<file path="config.mk">
export PLATFORM = sky130hd
export DESIGN_NAME = program_memory_map_decode
export DESIGN_NICKNAME = d
export VERILOG_FILES = /design/src/pm_map_pkg.sv /design/src/pm_addr_decode.sv /design/src/pm_boot_loader.sv /design/src/program_memory_map_decode.sv
export SDC_FILE = /design/constraint.sdc
export NUM_CORES = 1
export LEC_CHECK = 0
export ABC_AREA = 1
export BUFFER_PORTS_ARGS = -buffer_cell sky130_fd_sc_hd__buf_4
export CELL_PAD_IN_SITES_DETAIL_PLACEMENT = 2
export CELL_PAD_IN_SITES_GLOBAL_PLACEMENT = 2
export CORE_MARGIN = 2
export CORE_UTILIZATION = 30
export CTS_CLUSTER_SIZE = 40
export DETAILED_ROUTE_END_ITERATION = 8
export PLACE_DENSITY_LB_ADDON = 0.1
export REMOVE_ABC_BUFFERS = 1
export SYNTH_ARGS = -nofsm -noshare
export SYNTH_HDL_FRONTEND = slang
export SYNTH_SLANG_ARGS = --single-unit
</file>
<file path="constraint.sdc">
create_clock -name i_core_clk -period 1.8 [get_ports i_core_clk]
set_input_delay 0.36 -clock i_core_clk [delete_from_list [all_inputs] [get_ports i_core_clk]]
set_output_delay 0.36 -clock i_core_clk [all_outputs]
set_load 0.005 [all_outputs]
</file>
<file path="src/pm_map_pkg.sv">
// constants and types for the program memory map and boot decode
package pm_map_pkg;

  // ****************************************************************
  // program address space
  // ****************************************************************
  localparam int unsigned PM_AW = 14;
  localparam int unsigned PM_DW = 24;
  localparam logic [13:0] RAM_BASE = 14'h0000;
  localparam logic [13:0] RAM_LAST = 14'h07ff;
  localparam logic [13:0] ROM_BASE = 14'h0800;
  localparam logic [13:0] ROM_LAST = 14'h0fff;
  localparam logic [13:0] EXT_BASE = 14'h1000;
  localparam logic [13:0] RAM_BOOT_START = 14'h0000;
  localparam logic [13:0] ROM_BOOT_START = 14'h0800;

  // ****************************************************************
  // register map: word indices, byte addresses, reset values
  // ****************************************************************
  localparam logic [13:0] WAIT_CTRL_IDX = 14'h3ffe;
  localparam logic [13:0] STATUS_IDX = 14'h3fff;
  localparam logic [15:0] WAIT_CTRL_ADDR = 16'hfff8;
  localparam logic [15:0] STATUS_ADDR = 16'hfffc;
  localparam logic [15:0] WAIT_CTRL_RST = 16'h0000;
  localparam int unsigned ROM_SEL_POS = 15;
  localparam logic [31:0] RDATA_RST = 32'h0000_0000;

  // ****************************************************************
  // boot loader
  // ****************************************************************
  localparam logic [1:0] BOOT_LAST_BYTE = 2'h2;
  localparam logic [10:0] BOOT_LAST_WORD = 11'h7ff;
  localparam logic [13:0] BOOT_BYTE_BASE = 14'h0000;

  typedef enum logic [1:0] {
    TGT_NONE = 2'b00,
    TGT_RAM = 2'b01,
    TGT_ROM = 2'b10,
    TGT_EXT = 2'b11
  } target_t;

  typedef enum logic [2:0] {
    BOOT_IDLE = 3'b000,
    BOOT_REQ = 3'b001,
    BOOT_WAIT = 3'b010,
    BOOT_WRITE = 3'b011,
    BOOT_DONE = 3'b100
  } boot_state_t;

endpackage

</file>
<file path="src/pm_addr_decode.sv">
// program address to memory target decode
`timescale 1ns/1ps
`default_nettype none
module pm_addr_decode (
  input wire logic [13:0] i_addr, // program address
  input wire logic i_rom_select_bit, // rom window enable
  output var pm_map_pkg::target_t o_target // selected memory
);

  // ****************************************************************
  // decode
  // ****************************************************************
  // rom window only answers while the select bit is set
  always_comb begin
    if (i_addr <= pm_map_pkg::RAM_LAST) begin
      o_target = pm_map_pkg::TGT_RAM;
    end else if (i_addr <= pm_map_pkg::ROM_LAST) begin
      if (i_rom_select_bit) begin
        o_target = pm_map_pkg::TGT_ROM;
      end else begin
        o_target = pm_map_pkg::TGT_EXT;
      end
    end else begin
      o_target = pm_map_pkg::TGT_EXT;
    end
  end

endmodule // pm_addr_decode
`default_nettype wire

</file>
<file path="src/pm_boot_loader.sv">
// byte-wide boot loader that fills internal program ram
`timescale 1ns/1ps
`default_nettype none
module pm_boot_loader (
  input wire logic i_core_clk, // core clock
  input wire logic i_rst_b, // async reset, active low
  input wire logic i_start, // one-cycle start pulse
  input wire logic i_ack, // external byte returned
  input wire logic [7:0] i_byte, // external byte data
  output logic o_rd, // byte read strobe
  output logic [13:0] o_byte_addr, // external byte address
  output logic o_we, // ram word write strobe
  output logic [10:0] o_word_addr, // ram word address
  output logic [23:0] o_word, // assembled word
  output logic o_done // load complete, level
);

  // ****************************************************************
  // state
  // ****************************************************************
  pm_map_pkg::boot_state_t state_q, state_d;
  logic [13:0] baddr_q, baddr_d;
  logic [10:0] waddr_q, waddr_d;
  logic [1:0] bidx_q, bidx_d;
  logic [23:0] word_q, word_d;

  // next state: three bytes per word, first byte is the top byte
  always_comb begin
    state_d = state_q;
    baddr_d = baddr_q;
    waddr_d = waddr_q;
    bidx_d = bidx_q;
    word_d = word_q;
    case (state_q)
      pm_map_pkg::BOOT_IDLE: begin
        if (i_start) begin
          state_d = pm_map_pkg::BOOT_REQ;
        end
      end
      pm_map_pkg::BOOT_REQ: begin
        state_d = pm_map_pkg::BOOT_WAIT;
      end
      pm_map_pkg::BOOT_WAIT: begin
        if (i_ack) begin
          word_d = {word_q[15:0], i_byte};
          baddr_d = baddr_q + 14'h0001;
          if (bidx_q == pm_map_pkg::BOOT_LAST_BYTE) begin
            bidx_d = 2'h0;
            state_d = pm_map_pkg::BOOT_WRITE;
          end else begin
            bidx_d = bidx_q + 2'h1;
            state_d = pm_map_pkg::BOOT_REQ;
          end
        end
      end
      pm_map_pkg::BOOT_WRITE: begin
        waddr_d = waddr_q + 11'h001;
        if (waddr_q == pm_map_pkg::BOOT_LAST_WORD) begin
          state_d = pm_map_pkg::BOOT_DONE;
        end else begin
          state_d = pm_map_pkg::BOOT_REQ;
        end
      end
      pm_map_pkg::BOOT_DONE: begin
        state_d = pm_map_pkg::BOOT_DONE;
      end
      default: begin
        state_d = pm_map_pkg::BOOT_IDLE;
      end
    endcase
  end

  always_ff @(posedge i_core_clk or negedge i_rst_b) begin
    if (!i_rst_b) begin
      state_q <= pm_map_pkg::BOOT_IDLE;
      baddr_q <= pm_map_pkg::BOOT_BYTE_BASE;
      waddr_q <= 11'h000;
      bidx_q <= 2'h0;
      word_q <= 24'h00_0000;
    end else begin
      state_q <= state_d;
      baddr_q <= baddr_d;
      waddr_q <= waddr_d;
      bidx_q <= bidx_d;
      word_q <= word_d;
    end
  end

  // the parent registers these before they reach a pin
  assign o_rd = (state_q == pm_map_pkg::BOOT_REQ);
  assign o_byte_addr = baddr_q;
  assign o_we = (state_q == pm_map_pkg::BOOT_WRITE);
  assign o_word_addr = waddr_q;
  assign o_word = word_q;
  assign o_done = (state_q == pm_map_pkg::BOOT_DONE);

endmodule // pm_boot_loader
`default_nettype wire

</file>
<file path="src/program_memory_map_decode.sv">
// program memory map, rom select register and boot mode decode
//
// Function
// - rom select set: rom range goes to rom
// - rom select clear: rom range goes external
// - reset clears rom select unless both straps
// - rom select lives in wait control register
// - 2K word rom reachable only when selected
// - straps zero: ram at 0x0000, byte-wide boot
// - straps zero: fetch starts 0x0000 after boot
// - straps zero: 0x1000 upward goes external
// - straps one: same map, rom select set
// - straps one: execution starts at rom 0x0800
`timescale 1ns/1ps
`default_nettype none
module program_memory_map_decode (
  input wire logic i_core_clk, // core clock, 50 MHz
  input wire logic i_rst_b, // async reset, active low
  // straps
  input wire logic i_memory_map_strap, // map select strap
  input wire logic i_boot_source_strap, // boot mode strap
  // ahb-lite slave
  input wire logic i_hsel, // slave select
  input wire logic [15:0] i_haddr, // byte address
  input wire logic [1:0] i_htrans, // transfer type
  input wire logic i_hwrite, // write not read
  input wire logic [2:0] i_hsize, // transfer size
  input wire logic [31:0] i_hwdata, // write data
  input wire logic i_hready, // bus ready
  output logic [31:0] o_hrdata, // read data
  output logic o_hreadyout, // slave ready
  output logic o_hresp, // always okay
  // core program memory request
  input wire logic i_pm_req, // access strobe
  input wire logic [13:0] i_pm_addr, // program address
  input wire logic i_pm_wr, // write not read
  input wire logic [23:0] i_pm_wdata, // write data
  // memory side
  output logic o_ram_en, // internal ram strobe
  output logic o_rom_en, // internal rom strobe
  output logic o_ext_en, // external memory strobe
  output logic o_boot_en, // external boot byte strobe
  output logic o_mem_wr, // write not read
  output logic [13:0] o_mem_addr, // memory address
  output logic [23:0] o_mem_wdata, // write data
  input wire logic i_ext_ack, // external byte returned
  input wire logic [7:0] i_ext_byte, // external byte data
  // core sequencer
  output logic o_core_run, // core may fetch
  output logic [13:0] o_start_addr // first fetch address
);

  // ****************************************************************
  // strap capture
  // ****************************************************************
  logic cap_done_q, cap_done_d;
  logic rom_boot_q, rom_boot_d;
  logic [1:0] straps_q, straps_d;

  // straps sampled by the clock on the first edge after release,
  // never loaded under the asynchronous reset itself
  always_comb begin
    cap_done_d = 1'b1;
    straps_d = straps_q;
    rom_boot_d = rom_boot_q;
    if (!cap_done_q) begin
      straps_d = {i_memory_map_strap, i_boot_source_strap};
      rom_boot_d = i_memory_map_strap & i_boot_source_strap;
    end
  end

  always_ff @(posedge i_core_clk or negedge i_rst_b) begin
    if (!i_rst_b) begin
      cap_done_q <= 1'b0;
      straps_q <= 2'b00;
      rom_boot_q <= 1'b0;
    end else begin
      cap_done_q <= cap_done_d;
      straps_q <= straps_d;
      rom_boot_q <= rom_boot_d;
    end
  end

  wire logic cap_pulse = ~cap_done_q;

  // ****************************************************************
  // ahb-lite register slave
  // ****************************************************************
  logic wr_pend_q, wr_pend_d;
  logic [13:0] wr_idx_q, wr_idx_d;
  logic [15:0] wait_ctrl_q, wait_ctrl_d;
  logic [31:0] hrdata_q, hrdata_d;
  logic [31:0] status_word;
  logic boot_done;
  logic addr_phase;
  logic [13:0] addr_idx;

  // only nonseq/seq transfers are taken; size is not checked,
  // the bus carries whole words only
  assign addr_phase = i_hsel & i_htrans[1] & i_hready;
  assign addr_idx = i_haddr[15:2];

  assign status_word = {27'h000_0000, boot_done, o_core_run,
                        straps_q, wait_ctrl_q[pm_map_pkg::ROM_SEL_POS]};

  // register next values; strap load beats a software write,
  // and no data phase can exist on the first edge after reset
  always_comb begin
    wr_pend_d = addr_phase & i_hwrite;
    wr_idx_d = addr_phase ? addr_idx : wr_idx_q;
    wait_ctrl_d = wait_ctrl_q;
    hrdata_d = pm_map_pkg::RDATA_RST;
    if (wr_pend_q && wr_idx_q == pm_map_pkg::WAIT_CTRL_IDX) begin
      wait_ctrl_d = i_hwdata[15:0];
    end
    if (cap_pulse) begin
      wait_ctrl_d[pm_map_pkg::ROM_SEL_POS] =
        i_memory_map_strap & i_boot_source_strap;
    end
    if (addr_phase && !i_hwrite) begin
      case (addr_idx)
        pm_map_pkg::WAIT_CTRL_IDX: begin
          hrdata_d = {16'h0000, wait_ctrl_q};
        end
        pm_map_pkg::STATUS_IDX: begin
          hrdata_d = status_word;
        end
        default: begin
          hrdata_d = pm_map_pkg::RDATA_RST; // unmapped reads zero
        end
      endcase
    end
  end

  always_ff @(posedge i_core_clk or negedge i_rst_b) begin
    if (!i_rst_b) begin
      wr_pend_q <= 1'b0;
      wr_idx_q <= 14'h0000;
      wait_ctrl_q <= pm_map_pkg::WAIT_CTRL_RST;
      hrdata_q <= pm_map_pkg::RDATA_RST;
    end else begin
      wr_pend_q <= wr_pend_d;
      wr_idx_q <= wr_idx_d;
      wait_ctrl_q <= wait_ctrl_d;
      hrdata_q <= hrdata_d;
    end
  end

  wire logic rom_select_bit = wait_ctrl_q[pm_map_pkg::ROM_SEL_POS];

  // ****************************************************************
  // boot loader, runs only when not booting from rom
  // ****************************************************************
  logic boot_rd;
  logic boot_we;
  logic [13:0] boot_baddr;
  logic [10:0] boot_waddr;
  logic [23:0] boot_word;
  logic boot_start;
  logic boot_busy_q, boot_busy_d;

  // mixed strap settings are treated like the all-zero map
  assign boot_start = cap_done_q & ~rom_boot_q & ~o_core_run
                      & ~boot_busy_q;

  // single start pulse; the loader never reruns before a reset
  always_comb begin
    boot_busy_d = boot_busy_q | boot_start;
  end

  always_ff @(posedge i_core_clk or negedge i_rst_b) begin
    if (!i_rst_b) begin
      boot_busy_q <= 1'b0;
    end else begin
      boot_busy_q <= boot_busy_d;
    end
  end

  pm_boot_loader u_boot (
    .i_core_clk (i_core_clk),
    .i_rst_b (i_rst_b),
    .i_start (boot_start),
    .i_ack (i_ext_ack),
    .i_byte (i_ext_byte),
    .o_rd (boot_rd),
    .o_byte_addr (boot_baddr),
    .o_we (boot_we),
    .o_word_addr (boot_waddr),
    .o_word (boot_word),
    .o_done (boot_done)
  );

  // ****************************************************************
  // core access decode
  // ****************************************************************
  pm_map_pkg::target_t core_tgt;

  pm_addr_decode u_decode (
    .i_addr (i_pm_addr),
    .i_rom_select_bit (rom_select_bit),
    .o_target (core_tgt)
  );

  // ****************************************************************
  // memory side outputs
  // ****************************************************************
  logic ram_en_d, rom_en_d, ext_en_d, boot_en_d, mem_wr_d;
  logic [13:0] mem_addr_d;
  logic [23:0] mem_wdata_d;
  logic run_d;
  logic [13:0] start_d;

  // the boot loader owns the buses until the core is released;
  // core requests before that are dropped, not queued
  always_comb begin
    ram_en_d = 1'b0;
    rom_en_d = 1'b0;
    ext_en_d = 1'b0;
    boot_en_d = 1'b0;
    mem_wr_d = 1'b0;
    mem_addr_d = o_mem_addr;
    mem_wdata_d = o_mem_wdata;
    if (!o_core_run) begin
      if (boot_rd) begin
        boot_en_d = 1'b1;
        mem_addr_d = boot_baddr;
      end else if (boot_we) begin
        ram_en_d = 1'b1;
        mem_wr_d = 1'b1;
        mem_addr_d = {3'b000, boot_waddr};
        mem_wdata_d = boot_word;
      end
    end else if (i_pm_req) begin
      mem_wr_d = i_pm_wr;
      mem_addr_d = i_pm_addr;
      mem_wdata_d = i_pm_wdata;
      case (core_tgt)
        pm_map_pkg::TGT_RAM: begin
          ram_en_d = 1'b1;
        end
        pm_map_pkg::TGT_ROM: begin
          rom_en_d = ~i_pm_wr; // rom ignores writes
        end
        pm_map_pkg::TGT_EXT: begin
          ext_en_d = 1'b1;
        end
        default: begin
          ext_en_d = 1'b0;
        end
      endcase
    end
  end

  // release of the core and its first fetch address
  always_comb begin
    run_d = o_core_run;
    start_d = o_start_addr;
    if (cap_done_q && !o_core_run) begin
      if (rom_boot_q) begin
        run_d = 1'b1;
        start_d = pm_map_pkg::ROM_BOOT_START;
      end else if (boot_done) begin
        run_d = 1'b1;
        start_d = pm_map_pkg::RAM_BOOT_START;
      end
    end
  end

  always_ff @(posedge i_core_clk or negedge i_rst_b) begin
    if (!i_rst_b) begin
      o_ram_en <= 1'b0;
      o_rom_en <= 1'b0;
      o_ext_en <= 1'b0;
      o_boot_en <= 1'b0;
      o_mem_wr <= 1'b0;
      o_mem_addr <= pm_map_pkg::RAM_BASE;
      o_mem_wdata <= 24'h00_0000;
      o_core_run <= 1'b0;
      o_start_addr <= pm_map_pkg::RAM_BOOT_START;
    end else begin
      o_ram_en <= ram_en_d;
      o_rom_en <= rom_en_d;
      o_ext_en <= ext_en_d;
      o_boot_en <= boot_en_d;
      o_mem_wr <= mem_wr_d;
      o_mem_addr <= mem_addr_d;
      o_mem_wdata <= mem_wdata_d;
      o_core_run <= run_d;
      o_start_addr <= start_d;
    end
  end

  // ****************************************************************
  // bus answer, zero wait states
  // ****************************************************************
  logic hready_q;

  always_ff @(posedge i_core_clk or negedge i_rst_b) begin
    if (!i_rst_b) begin
      hready_q <= 1'b0;
    end else begin
      hready_q <= 1'b1;
    end
  end

  assign o_hrdata = hrdata_q;
  assign o_hreadyout = hready_q;
  assign o_hresp = 1'b0;

endmodule // program_memory_map_decode
`default_nettype wire

</file>
Yosys cells after proc, flatten, opt, wreduce, memory -nomap -nowiden
Index checks and enable logic that the tools add are counted.
{"block": "classes", "n_addsub": 3, "order_cmp": 2, "n_eq_ne": 17, "muxes": 40, "bitwise": 12, "reduce_logical": 14}
{"cell": "24-bit 2-to-1 mux", "count": 4}
{"cell": "14-bit 2-to-1 mux", "count": 6}
{"cell": "14-bit equality test (second input constant)", "count": 3}
{"cell": "16-bit 2-to-1 mux", "count": 2}
{"cell": "16-bit case mux with 2 select lines", "count": 1}
{"cell": "1-bit 2-to-1 mux", "count": 20}
{"cell": "3-bit case mux with 5 select lines", "count": 1}
{"cell": "14-bit by 1-bit adder with 14-bit output (second input constant)", "count": 1}
{"cell": "14-bit by 11-bit <= comparator with 1-bit output (second input constant)", "count": 1}
{"cell": "14-bit by 12-bit <= comparator with 1-bit output (second input constant)", "count": 1}
{"cell": "11-bit by 1-bit adder with 11-bit output (second input constant)", "count": 1}
{"cell": "11-bit equality test (second input constant)", "count": 1}
{"cell": "3-bit 2-to-1 mux", "count": 3}
{"cell": "2-bit inequality test (second input constant)", "count": 4}
{"cell": "2-bit AND reduction", "count": 4}
{"cell": "1-bit bitwise AND", "count": 7}
{"cell": "2-bit equality test (second input constant)", "count": 3}
{"cell": "3-bit by 2-bit equality test with 1-bit output (second input constant)", "count": 2}
{"cell": "2-bit 2-to-1 mux", "count": 3}
{"cell": "1-bit inverter", "count": 4}
{"cell": "2-bit nonzero test", "count": 2}
{"cell": "3-bit by 1-bit equality test with 1-bit output (second input constant)", "count": 1}
{"cell": "3-bit equality test (second input constant)", "count": 1}
{"cell": "1-bit logical AND", "count": 3}
{"cell": "8 further kinds", "count": 9}
{"block": "totals", "register_bits": 180, "in_bits": 109, "out_inout_bits": 92, "elab_cells": 111}

Depth between registers and ports, before layout
{"block": "logic_depth", "word_depth": 7, "depth_mapped": 9, "mapped_depth_nobuf": 8}

By module
Synthesis repeated with hierarchy kept, for this count alone.
{"block": "unflattened", "cells_unflattened": 772, "hier_area_um2": 6989.2}
{"module": "program_memory_map_decode", "instances": 1, "cells_per_inst": 481, "area_each_um2": 4423.0}
{"module": "pm_boot_loader", "instances": 1, "cells_per_inst": 285, "area_each_um2": 2541.2}
{"module": "pm_addr_decode", "instances": 1, "cells_per_inst": 6, "area_each_um2": 25.0}

Least setup slack after synthesis
Ideal clock, no wire load.
{"block": "synth_path", "path_kind": "register -> register", "from": "register o_core_run", "to": "register o_mem_addr[0]", "setup_time_ns": 0.117, "arrival_ns": 1.209, "t_required_ns": 1.683, "setup_slack_ns": 0.474, "stages_incl_launch_ff": 7, "n_path_buf": 2, "synth_period_minus_slack_ns": 1.326, "path_cell_list": "dfrtp_1 -> inv_1 -> buf_2 -> clkbuf_1 -> o211ai_1 -> nand3_1 -> nand2_1"}
{"block": "synth_between", "elab_chain_len": 2}
{"item": "start: declaration", "line_no": "program_memory_map_decode.sv:49", "text": "output logic o_core_run,"}
{"item": "start signal: assignment", "line_no": "program_memory_map_decode.sv:288", "text": "o_core_run <= run_d;"}
{"item": "2-bit inequality test (no line) / 3-bit nonzero test (equally long branches)"}
{"item": "2-bit AND reduction (no line)"}
{"item": "end signal: assignment", "line_no": "program_memory_map_decode.sv:276", "text": "o_mem_addr <= pm_map_pkg::RAM_BASE;"}
{"item": "end signal: assignment", "line_no": "program_memory_map_decode.sv:286", "text": "o_mem_addr <= mem_addr_d;"}
{"item": "end: declaration", "line_no": "program_memory_map_decode.sv:44", "text": "output logic [13:0] o_mem_addr,"}
Parallel ways exist; a longest one is shown, timed or not.
A chain may end at the register's enable or synchronous reset.

Worst setup path in the final report
{"block": "layout_path", "from": "register u_boot.state_q[2]", "to": "register o_mem_wdata[16]"}
{"block": "layout_between", "elab_chain_len": 3}
{"item": "start: declaration", "line_no": "pm_boot_loader.sv:21", "text": "pm_map_pkg::boot_state_t state_q, state_d;"}
{"item": "start signal: assignment", "line_no": "pm_boot_loader.sv:75", "text": "state_q <= pm_map_pkg::BOOT_IDLE;"}
{"item": "start signal: assignment", "line_no": "pm_boot_loader.sv:81", "text": "state_q <= state_d;"}
{"item": "3-bit by 1-bit equality test with 1-bit output / 3-bit by 2-bit equality test with 1-bit output (equally long branches)", "line_no": "pm_boot_loader.sv:90, pm_boot_loader.sv:92"}
{"item": "2-bit inequality test (no line) / 2-bit nonzero test (equally long branches)"}
{"item": "3-bit AND reduction (no line) (*)"}
{"item": "end signal: assignment", "line_no": "program_memory_map_decode.sv:287", "text": "o_mem_wdata <= mem_wdata_d;"}
{"item": "end: declaration", "line_no": "program_memory_map_decode.sv:45", "text": "output logic [23:0] o_mem_wdata,"}
Mark *: on every way between the ends. The rest lies on a longest branch, timed or not.

==> out/metrics.cfg <==
[drt]
detail_route.iter0.violations = 177
drtAntennaViolNets = 0
wl_per_cell_um = 16.4
detailroute.via_count = 5950
route.detailed.vias_per_inst = 4.71
routed_wl_mm = 20.7
pre_repair_dr_iteration_count = 4
post-route-drc-count = 0

[cts]
cts.repair_timing.setup_buffer_count = 0
numClockSinks = 151
htreeDepth = 4
worst_setup_hold_path_clk_slew_ns = 0.07
cts_inserted_buffers = 17
clock_latency_ns = 0.43
clock_path_buffers = 2
root_buffer = clkbuf_16
cts_tree = yes

[layout]
antenna-diode-count = 0
fillerInstances = 2526
drive_above_1_share = 0.241
highest_count_cells_in_the_layout_ignoring_fill_and_taps = nand2_1, buf_4, dfrtp_1
postLayoutCoreUtil = 0.393
design.final.nets = 1077
flow.area_growth_from_synthesis_pct = 28.4
most_common_cell_after_layout_fill_and_taps_aside = nand2_1

[critical_path]
critical_path_arrival_ns = 1.98
timing.critical_path.fanout_max = 48
setup.worst_path.start_class = register
timing.critical_path.required_ns = 2.14
timing.setup.critical_path_class = register to register
critPathCaptureType = register

[timing]
final-hold-violation-count = 0
slew_viol_final = 0
clock_skew_ns = 0.00699
post-route-worst-setup-slack_ns = 0.156
finalSetupViolations = 0
whs_ns = 0.100
timing.final.crit_share = 0.913
tns_ns = 0
achievable-frequency_mhz = 608
post-route-min-period_ns = 1.64
rsz0062_at_grt = no

[synthesis]
netlist_instances = 812
yosysUniqueCellTypes = 33
yosys.area.top_type = dfrtp_1
syn-mean-instance-area_um2 = 8.54
yosysSeqAreaShare = 0.545
proportion_of_netlist_area_held_by_the_largest_area_contributor = 0.545
synth_warnings = 0
synth-seq-cells = 151
synthesis.area_mm2 = 0.00693
synthTopCellsByArea = dfrtp_1, nand2_1, o21ai_0

[floorplan]
total_core_area_mm2 = 0.0226
io_pins = 201
floorplan.initialDensity = 0.306
die_h_um = 156
die_area_mm2 = 0.0243
rows = 55
dieWidth_um = 156

[placed_design]
place.gp.congestion = 0.810
port-buffer-count = 148
placement.setup.worst_slack_ns = 0.157
dpl.hpwl_mm = 15.2

[global_route]
number_of_global_route_vias_before_repair = 6849
grt_util_all_layers = 0.180
grt_start_max_net_pins = 49
overflow_left_after_global_routing = 0
antenna_found_initial = 0
global_route_wire_length_before_repair_mm = 34.7

[status]
outcome = complete, no violations

[worst_hold_path]
hp-class = input port to register

[pwr]
power.density_cell_area_mw_per_mm2 = 1210
vdd_drop_max_uv = 608
p_leak_nw = 4.35

[job]
max_cap_viol_count = 0

-- cell families (layout without fill, tap and decap cells) --
| kind of cell | Yosys count | after routing | synth area share |
|---|---|---|---|
| AOI/OAI and AO/OA | 105 | 105 | 0.0801 |
| buffers and inverters | 137 | 275 | 0.0998 |
| xor gates and xnor gates | 13 | 13 | 0.0164 |
| adders and majority gates | 2 | 2 | 0.00361 |
| muxes | 10 | 10 | 0.0162 |
| other | 2 | 31 | 0.00108 |
| and+or+nand+nor | 392 | 392 | 0.238 |
| DFF | 151 | 151 | 0.545 |
-- routing by layer --
metal / vias to the layer above / wire length (µm) / global-route usage
met5: - / 0 / 0
met4: 0 / 287 / 0.0463
met3: 18 / 906 / 0.0417
met2: 126 / 11000 / 0.335
met1: 2997 / 8460 / 0.208
li1: 2809 / - / -
-- synth_stat cells --
| cell | n |
|---|---|
| clkbuf_1 | 11 |
| inv_2 | 4 |
| nand3_1 | 43 |
| xor2_1 | 10 |
| nor2_4 | 1 |
| xnor2_1 | 3 |
| nand2_2 | 2 |
| or2_2 | 12 |
| nor3b_1 | 1 |
| a21oi_1 | 25 |
| inv_1 | 71 |
| conb_1 | 2 |
| buf_6 | 5 |
| nor2_2 | 2 |
| a31oi_1 | 9 |
| mux2_2 | 10 |
| buf_4 | 33 |
| o22ai_1 | 1 |
| nor3_2 | 2 |
| nor3_1 | 5 |
| nand3_4 | 1 |
| nand4_1 | 7 |
| dfrtp_1 | 151 |
| buf_2 | 13 |
| o21ai_0 | 55 |
| nand2_1 | 244 |
| o21ai_1 | 8 |
| ha_1 | 2 |
| nand3_2 | 1 |
| nor4_1 | 1 |
| nor3_4 | 1 |
| nor2_1 | 69 |
| o211ai_1 | 7 |
-- where the power goes --
part	internal, mW	leakage (nW)	total, mW	switching, mW
logic	1.11	2.23	2.54	1.43
registers	4.17	1.83	4.66	0.494
clock network	1.97	0.286	3.60	1.63
-- state kept, by name (all words and copies together) (netlist names), 2 cells and up --
signal              cells
o_mem_wdata            24
u_boot.o_word          24
o_hrdata               16
wait_ctrl_q            16
o_mem_addr             14
u_boot.o_byte_addr     14
wr_idx_q               14
u_boot.o_word_addr     11
u_boot.state_q          3
straps_q                2
u_boot.bidx_q           2
-- path summary, 6_finish.rpt --
check	from	endpoint	slack (ns)	cells past startpoint
max	u_boot.state_q[2]	o_mem_wdata[16]	0.16	8
min	i_pm_wr	o_rom_en	0.10	2
max reg2reg	u_boot.state_q[2]	o_mem_wdata[16]	0.16	8
min reg2reg	wait_ctrl_q[7]	wait_ctrl_q[7]	0.48	2
max in group asynchronous	i_rst_b	o_hrdata[4]	0.76	3
min in group asynchronous	i_rst_b	o_mem_wdata[17]	0.43	2
-- per-stage QoR --
stage / std cells / cell area (µm²) / total power, mW
2_1_floorplan: 779 / 6630 / 5.92
3_3_place_gp: 1231 / 8310 / 7.11
3_5_place_dp: 1231 / 8310 / 7.34
4_1_cts: 1264 / 8900 / 11.0
5_1_grt: 1264 / 8900 / 11.6
6_report: 1264 / 8900 / 10.8
-- worst max-delay path, stage by stage (launching register included) --
cell and delay, ns:
dfrtp_1 0.41, inv_1 0.18, nand3_4 0.15, inv_2 0.13
nand2_2 0.09, nand2_1 0.11, buf_12 0.22, nor2_1 0.07
a31oi_1 0.16
-- layout make-up --
cell class / instances / area (µm²) / area share
Sequential cell: 151 / 3780 / 0.425
Tap cell: 285 / 357 / 0.0401
Clock buffer: 17 / 425 / 0.0478
Clock inverter: 15 / 155 / 0.0174
Inverter: 75 / 282 / 0.0316
Timing Repair Buffer: 168 / 1330 / 0.149
Multi-Input combinational cell: 553 / 2570 / 0.289
-- what timing repair did --
item | CTS | global route
hold buffers | 1 | 0
resized for setup | 0 | 0
endpoints found under the hold margin | 40 | 0
Note: power is estimated with default switching activity, not from simulation.
